## src/ram_pwr_pkg.sv

```systemverilog
/*
  shared types and constants for the embedded ram block with power-up
  output clearing (not in the flow-through build) and clock/read gating (no read gating in the flow-through build).
  assumes a single synchronous clock; reset_in stands in for power-up.
*/
package ram_pwr_pkg;

  // ****************************************
  // memory kinds
  // ****************************************
  typedef enum logic [1:0] {
    KIND_MEDIUM,
    KIND_LARGE,
    KIND_ARRAY
  } mem_kind_t;

  localparam int ADDR_W_DEF = 8;
  localparam int DATA_W_DEF = 16;
  localparam logic ZERO_BIT  = 1'h0;
  // fill bit of the stand-in initial image; ones so it differs from clear
  localparam logic PRELOAD_BIT    = 1'h1;
  localparam int   GATE_RUN_W     = 4;
  localparam int   COVER_GATE_RUN = 3;

  // ****************************************
  // request carrier
  // ****************************************
  typedef struct packed {
    logic       clk_en;
    logic       rd_en;
    logic       wr_en;
  } mem_ctl_t;

endpackage : ram_pwr_pkg

```

## src/ram_pwr_block.sv

```systemverilog
/*
  single-port embedded ram with power-up cleared output (except in the flow-through build), clock-enable
  gating and read-enable gating (the flow-through build shows the addressed word whatever the read enable).
  assumes user logic drives all inputs synchronous to clk_sys_in.
*/
`timescale 1ns/1ps
module ram_pwr_block #(
  parameter ram_pwr_pkg::mem_kind_t KIND = ram_pwr_pkg::KIND_MEDIUM,
  parameter bit OUT_REG   = 1'b1,
  parameter int ADDR_W    = ram_pwr_pkg::ADDR_W_DEF,
  parameter int DATA_W    = ram_pwr_pkg::DATA_W_DEF,
  parameter bit PRELOAD   = 1'b0
) (
  input  wire logic                  clk_sys_in,
  input  wire logic                  reset_in,
  input  wire ram_pwr_pkg::mem_ctl_t ctl_in,
  input  wire logic [ADDR_W-1:0]     addr_in,
  input  wire logic [DATA_W-1:0]     data_in,
  output logic      [DATA_W-1:0]     q_out
);

  localparam int DEPTH = 1 << ADDR_W;
  localparam logic [DATA_W-1:0] CLEAR = {DATA_W{ram_pwr_pkg::ZERO_BIT}};

  // ****************************************
  // decode helpers
  // ****************************************
  // an access only counts on an edge that the clock enable lets through
  function automatic logic fires(
    input ram_pwr_pkg::mem_ctl_t ctl,
    input logic                  strobe
  );
    return ctl.clk_en & strobe;
  endfunction : fires

  // ****************************************
  // storage
  // ****************************************
  // no reset on the array: contents stay unknown unless preloaded
  // the fill stands in for an initial image; without it every word is
  // unknown, so user logic must write a word before it reads it
  localparam logic [DATA_W-1:0] FILL = PRELOAD ?
    {DATA_W{ram_pwr_pkg::PRELOAD_BIT}} : {DATA_W{1'bx}};
  logic [DATA_W-1:0] mem [DEPTH] = '{default: FILL};

  wire do_write = fires(ctl_in, ctl_in.wr_en);
  wire do_read  = fires(ctl_in, ctl_in.rd_en);
  wire [DATA_W-1:0] rd_word = mem[addr_in];
  // array kind without output stage flows the current word straight out
  wire comb_path = (KIND == ram_pwr_pkg::KIND_ARRAY) && !OUT_REG;

  always_ff @(posedge clk_sys_in) begin
    if (do_write) begin
      mem[addr_in] <= data_in;
    end
  end

  // ****************************************
  // read stages
  // ****************************************
  // read latch: cleared at power-up even when preloaded
  logic [DATA_W-1:0] rd_latch;
  logic [DATA_W-1:0] rd_reg;
  always_ff @(posedge clk_sys_in) begin
    if (reset_in) begin
      rd_latch <= CLEAR;
    end else if (do_read) begin
      rd_latch <= rd_word;
    end
  end

  always_ff @(posedge clk_sys_in) begin
    if (reset_in) begin
      rd_reg <= CLEAR;
    end else if (ctl_in.clk_en) begin
      rd_reg <= rd_latch;
    end
  end

  // output muxing trades a true flop output for the flow-through mode
  always_comb begin
    if (comb_path) begin
      q_out = rd_word;
    end else if (OUT_REG) begin
      q_out = rd_reg;
    end else begin
      q_out = rd_latch;
    end
  end

  // ****************************************
  // check helpers
  // ****************************************
  // long freezes are checked through a small run counter and snapshots
  // of both read stages, not a long repetition that tools would unroll
  logic [ram_pwr_pkg::GATE_RUN_W-1:0] gate_run;
  logic [DATA_W-1:0]                  latch_snap;
  logic [DATA_W-1:0]                  reg_snap;

  wire gate_first = !ctl_in.clk_en && (gate_run == '0);
  wire gate_full  = (gate_run == '1);

  // the counter saturates so a very long idle spell cannot wrap it
  always_ff @(posedge clk_sys_in) begin
    if (reset_in) begin
      gate_run <= '0;
    end else if (ctl_in.clk_en) begin
      gate_run <= '0;
    end else if (!gate_full) begin
      gate_run <= gate_run + 1'b1;
    end
  end

  // snapshots only matter while the run counter is non-zero
  always_ff @(posedge clk_sys_in) begin
    if (gate_first) begin
      latch_snap <= rd_latch;
      reg_snap   <= rd_reg;
    end
  end

  // ****************************************
  // checks
  // ****************************************
  a_reset_clears: assert property (@(posedge clk_sys_in)
    reset_in && !comb_path |=> q_out == CLEAR)
    else $error("output not cleared after reset");
  a_hold_no_ce: assert property (@(posedge clk_sys_in)
    disable iff (reset_in) !ctl_in.clk_en |=> $stable(rd_reg)
      && $stable(rd_latch))
    else $error("registers moved without clock enable");
  a_read_loads: assert property (@(posedge clk_sys_in)
    disable iff (reset_in) do_read |=> rd_latch == $past(rd_word))
    else $error("read did not load addressed word");
  a_no_read_hold: assert property (@(posedge clk_sys_in)
    disable iff (reset_in) ctl_in.clk_en && !ctl_in.rd_en
      |=> $stable(rd_latch))
    else $error("read output changed without read enable");
  a_write_store: assert property (@(posedge clk_sys_in)
    disable iff (reset_in) do_write |=> mem[$past(addr_in)]
      == $past(data_in))
    else $error("write data not stored");
  a_reg_follows: assert property (@(posedge clk_sys_in)
    disable iff (reset_in) ctl_in.clk_en && OUT_REG && !comb_path
      |=> q_out == $past(rd_latch))
    else $error("output stage did not follow read latch");
  a_comb_flow: assert property (@(posedge clk_sys_in)
    comb_path |-> q_out == rd_word)
    else $error("flow-through output wrong");
  a_preload_clear: assert property (@(posedge clk_sys_in)
    reset_in |=> rd_latch == CLEAR)
    else $error("read latch not cleared");

  // gated runs, flow-through writes, output-stage reset, read-latch hold and the latch-only build
  a_gate_freeze: assert property (@(posedge clk_sys_in)
    disable iff (reset_in)
    gate_run != '0
      |-> rd_latch == latch_snap)
    else $error("read latch moved during a gated run");

  a_gate_reg_freeze: assert property (@(posedge clk_sys_in)
    disable iff (reset_in)
    gate_run != '0
      |-> rd_reg == reg_snap)
    else $error("output stage moved during a gated run");

  a_gate_q_hold: assert property (@(posedge clk_sys_in)
    disable iff (reset_in)
    !ctl_in.clk_en && !comb_path
      |=> $stable(q_out))
    else $error("output moved on a gated edge");

  a_flow_write: assert property (@(posedge clk_sys_in)
    comb_path && do_write ##1
    addr_in == $past(addr_in)
      |-> q_out == $past(data_in))
    else $error("flow-through output missed the written word");

  a_reg_cleared: assert property (@(posedge clk_sys_in)
    reset_in
      |=>
    rd_reg == CLEAR)
    else $error("output stage not cleared");

  a_read_only_en: assert property (@(posedge clk_sys_in)
    disable iff (reset_in)
    !do_read
      |=> $stable(rd_latch))
    else $error("read latch loaded without a read");

  a_latch_out_hold: assert property (@(posedge clk_sys_in)
    disable iff (reset_in)
    !OUT_REG && !comb_path && !do_read
      |=> $stable(q_out))
    else $error("latch output changed without a read");

  a_lat_mode_load: assert property (@(posedge clk_sys_in)
    disable iff (reset_in)
    !OUT_REG && !comb_path && do_read
      |=> q_out == $past(rd_word))
    else $error("latch output missed the read word");

  c_write: cover property (@(posedge clk_sys_in) do_write);
  c_read: cover property (@(posedge clk_sys_in) do_write ##1 do_read);
  c_gated: cover property (@(posedge clk_sys_in)
    !ctl_in.clk_en ##1 do_read);
  c_freeze_run: cover property (@(posedge clk_sys_in)
    gate_run == ram_pwr_pkg::COVER_GATE_RUN);
  c_restart_read: cover property (@(posedge clk_sys_in)
    reset_in ##1 !reset_in ##[1:40] do_read);

endmodule : ram_pwr_block

```

## config.mk

```make
export PLATFORM = sky130hd
export DESIGN_NAME = ram_pwr_block
export DESIGN_NICKNAME = d
export VERILOG_FILES = /design/src/ram_pwr_pkg.sv /design/src/ram_pwr_block.sv
export SDC_FILE = /design/constraint.sdc
export NUM_CORES = 2
export LEC_CHECK = 0
export ABC_AREA = 0
export BUFFER_PORTS_ARGS = -buffer_cell sky130_fd_sc_hd__buf_2
export CORE_MARGIN = 2
export CORE_UTILIZATION = 55
export DETAILED_ROUTE_END_ITERATION = 7
export HOLD_SLACK_MARGIN = 0.02
export PLACE_DENSITY_LB_ADDON = 0.25
export SETUP_SLACK_MARGIN = 0.15
export SYNTH_ARGS = -nofsm -noshare
export SYNTH_HDL_FRONTEND = slang
export SYNTH_SLANG_ARGS = --single-unit
```

## constraint.sdc

```tcl
create_clock -name clk_sys_in -period 3.7 [get_ports clk_sys_in]
set_clock_uncertainty 0.15 [all_clocks]
set_input_delay 0.37 -clock clk_sys_in [delete_from_list [all_inputs] [get_ports clk_sys_in]]
set_output_delay 0.37 -clock clk_sys_in [all_outputs]
set_load 0.01 [all_outputs]
```

==> Word-level counts from Yosys, hierarchy flattened <==
Memory sizes are Yosys's and may differ from the RTL's. A register that Yosys moved wholly into a read port is not among the register bits.
Cells that the tools add are included.
{ "totals": {"memories": 1, "reg_bits": 16, "mem_bits_rw": 4096, "out_inout_bits": 16} }
{ "mem_list": {"columns": ["memory", "depth", "word_bits", "rd", "rd_clocked_by_memory_dff", "wr", "line", "source"], "rows": [
  ["mem", 256, 16, 1, 1, 1, "ram_pwr_block.sv:44", "logic [DATA_W-1:0] mem [DEPTH] = '{default: FILL};"]
]} }
{ "classes": {"mux": 2, "bitwise": 2} }
{ "ops": {"columns": ["cell", "count"], "rows": [
  ["1-bit AND", 2],
  ["1-bit 2-to-1 mux", 2]
]} }

==> Depth between registers and ports, before layout <==
{ "depth": {"ltp_word": 3, "ltp_mapped": 13, "depth_no_buf": 7} }

==> Worst setup path after synthesis <==
Ideal clock, no wire load.
{ "synth_timing": {"kind": "input to register", "from": "in addr_in[3]", "to": "mem mem[155][0] (netlist name) (enable)", "required_ns": 3.141, "setup_ns": 0.409, "path_slack_ns": 0.158, "arrival_ns": 2.982, "path_stages": 9, "cell_sequence": "buf_4 buf_4 buf_2 buf_2 buf_2 buf_2 nand2_1 clkbuf_1 nor3_1"} }
{ "synth_lines": {"columns": ["element", "line", "source"], "rows": [
  ["start: declaration", "ram_pwr_block.sv:17", "input wire logic [ADDR_W-1:0] addr_in,"],
  ["end: declaration", "ram_pwr_block.sv:44", null]
]} }
Straight into the memory's write port.

==> impl_metrics.tcl <==
set metrics [dict create \
    syn_area_sq_um 160000 \
    cts_buffers 407 \
    die_width_um 543 \
    cp_top_family "compound AO/OA/AOI/OAI gates" \
    clock_sinks 4128 \
    synth_edf_count 4096 \
    cts_tree "built" \
    fin_crit_sh_pct 91.8 \
    hp-class "in -> reg" \
    layout.cells.non_filler 12300 \
    clkLatencyLatePin_ps 1000 \
    synth_warnings 0 \
    dpl_cell_area_sq_um 170000 \
    crit_arrival_ps 4080 \
    drive_gt1_share_pct 29.5 \
    drt-initial-drc-count 13100 \
    synth_area_per_cell_sq_um 21.6 \
    cp_slowest_cell "a221oi_2" \
    worst_pin_slew_ps 1260 \
    dpl.cell_count 11600 \
    ios 45 \
    place.gp.congestion 0.914 \
    crit_path_start "mem[105][6]$_DFFE_PP_" \
    fin_crit_ps 3400 \
    yosys_register_bits 4128 \
    core-area_sq_um 288000 \
    syn_nets 7426 \
    wire_per_inst_um 35.9 \
    power_mw 98.4 \
    worst_slack_ps 302 \
    worstSetupPathType "reg -> reg" \
    status "completed" \
    hp-start "ctl_in[1]" \
    die_h_um 543 \
    powerDensity_nw_per_um2 535 \
    synthArstFlopShare_pct 0 \
    synth_cell_types 70 \
    pre_cts_ws_ps -370 \
    start_util_pct 55.4 \
    critical_path_required_ps 4380 \
    post-route-drc-count 0 \
    ys_seq_area_share_pct 77.5 \
    cp_max_fo 2 \
    grt_setup_unrepaired "no" \
    finalHoldViolCount 0 \
    n_fill_cell 18900 \
    via_per_inst 6.73 \
    antenna_found_initial 28 \
    layout.nets 8252 \
    synthCells 7397 \
    grt_start_max_net_pins 123 \
    hold_slack_ps 126 \
    fin_area_sq_um 184000 \
    ant_nets 0 \
    ys.flop_type "edfxtp_1" \
    vias 83100 \
    clk_pin_slew_worst_paths_ps 60 \
    first_global_vias 81800 \
    grt_first_pass_wirelength_um 623000 \
    grtUsageTotal_pct 30.2 \
    critical_path.cell_chain "mux4_2 > a21o_1 > a32oi_1 > o21bai_1 > o221ai_1 > a221oi_2 > buf_4 > o211ai_1" \
    ir_drop_mv 0.437 \
    crit_path_start_kind "register" \
    cts_buffer_depth 4 \
    path_buf_inv 1 \
    end_kind "register" \
    maxCapViolCount 0 \
    htreeDepth 5 \
    drt_wl_total_um 444000 \
    r2r-start "mem[105][6]$_DFFE_PP_" \
    clock-root-buffer "clkbuf_16" \
    leakagePower_nw 59.4 \
    setup_violations 0 \
    portBuffers 44 \
    core.rowCount 197 \
    max_stage_delay_ps 880 \
    max_slew_margin_pct 16.2 \
    grt-ovfl-total 0 \
    dp_hpwl_um 274000 \
    syn_to_final_growth_pct 15.1 \
    slew_viol_final 0 \
    max_freq_mhz 294 \
    first_pass_iters 6 \
    die_area_sq_um 295000 \
]
## Yosys cell counts, types with 9 or more instances
cell type,number,area share (%)
a32oi_1,99,0.54
buf_2,109,0.34
a211oi_1,25,0.12
mux2i_1,431,2.7
a21oi_1,81,0.25
nand4_1,13,0.051
nor2_1,310,0.73
nand2_1,333,0.78
edfxtp_1,4096,77
dfxtp_1,32,0.40
buf_8,10,0.094
nor2b_1,12,0.047
o21ai_0,54,0.17
o211ai_1,21,0.099
a41o_1,10,0.063
a31oi_1,40,0.16
nor3_1,56,0.18
and3_1,13,0.051
nand3_1,59,0.18
buf_6,59,0.42
o221ai_1,19,0.10
clkbuf_1,166,0.39
buf_1,30,0.071
a2111oi_0,9,0.049
mux4_2,898,13
buf_4,69,0.32
mux2_2,25,0.18
o22ai_1,46,0.18
mux4_1,19,0.31
a22oi_1,120,0.56
a221oi_1,19,0.10
## final cells by class
| type | count | area, sq um | share of cell area, % |
|---|---|---|---|
| inverter | 7 | 41.3 | 0.0225 |
| tap | 3781 | 4730 | 2.57 |
| timing repair buffer | 867 | 8180 | 4.45 |
| antenna | 10 | 25.0 | 0.0136 |
| multi-input combinational | 2812 | 33700 | 18.3 |
| sequential | 4128 | 124000 | 67.3 |
| clock buffer | 469 | 10600 | 5.75 |
| clock inverter | 274 | 2870 | 1.56 |
## stage by stage
step           util (%)  TNS (ps)
3_3_place_gp       59.0      -549
3_5_place_dp       59.0      -644
2_1_floorplan         -         0
4_1_cts            63.7         0
6_report           63.7         0
5_1_grt            63.7         0
## tightest hold or removal path, stage by stage
cell and delay (ps):
buf_2 150, and2_1 360, o21bai_1 270, o2bb2ai_1 70
## power breakdown
group | switching [mW] | leakage [nW] | internal [mW]
logic | 3.41 | 15.7 | 1.85
registers | 0.0819 | 37.1 | 51.5
clock network | 17.8 | 6.57 | 23.8
total | 21.2 | 59.4 | 77.2
## cell families (layout without fill, tap and decap cells)
logic type | count (synthesis) | after routing | share of synthesized area (%)
other | 0 | 10 | 0
DFF | 4128 | 4128 | 77.5
AOI/OAI and AO/OA | 601 | 601 | 2.73
muxes | 1373 | 1373 | 15.9
buffers and inverters | 457 | 1617 | 1.74
and+or+nand+nor | 838 | 838 | 2.21
## layout by cell type, fill, tap and decap left out, drive strengths merged, types with 21 or more instances in the layout
master	count
o21ai	54
nand2	334
a22oi	120
a32oi	99
buf	837
mux2i	431
o22ai	46
a31oi	40
a211oi	26
o211ai	21
mux4	917
a21oi	81
clkbuf	478
nand3	59
bufinv	47
nor3	56
nor2	310
clkinv	199
dfxtp	32
dlygate4sd3	21
mux2	25
edfxtp	4096
## what timing repair did
item | 4_1_cts | 5_1_grt
setup buffers | 0 | 0
gates resized for setup | 0 | 1
hold buffers | 21 | 0
setup endpoints to repair | 0 | 1
hold endpoints to repair | 1144 | 0
## final timing paths
path,to,slack [ps],cells past startpoint
max,rd_latch[6]$_SDFFE_PP0P_,300,8
min,rd_latch[1]$_SDFFE_PP0P_,130,4
max reg2reg,rd_latch[6]$_SDFFE_PP0P_,300,8
min reg2reg,q_out[13]$_SDFFE_PP0P_,350,2
## sequential cells by signal (all words and copies together) (netlist names)
name and flops:
mem 4096, q_out 16, rd_latch 16
## per-layer routing
layer | GRT usage (%) | routed length (um) | vias to the layer above
li1 | - | - | 32800
met3 | 7.44 | 54400 | 1021
met2 | 46.2 | 206000 | 5657
met1 | 42.0 | 161000 | 43600
met5 | 0 | 442 | -
met4 | 12.4 | 21400 | 28
Note: power is estimated with default switching activity, not from simulation.
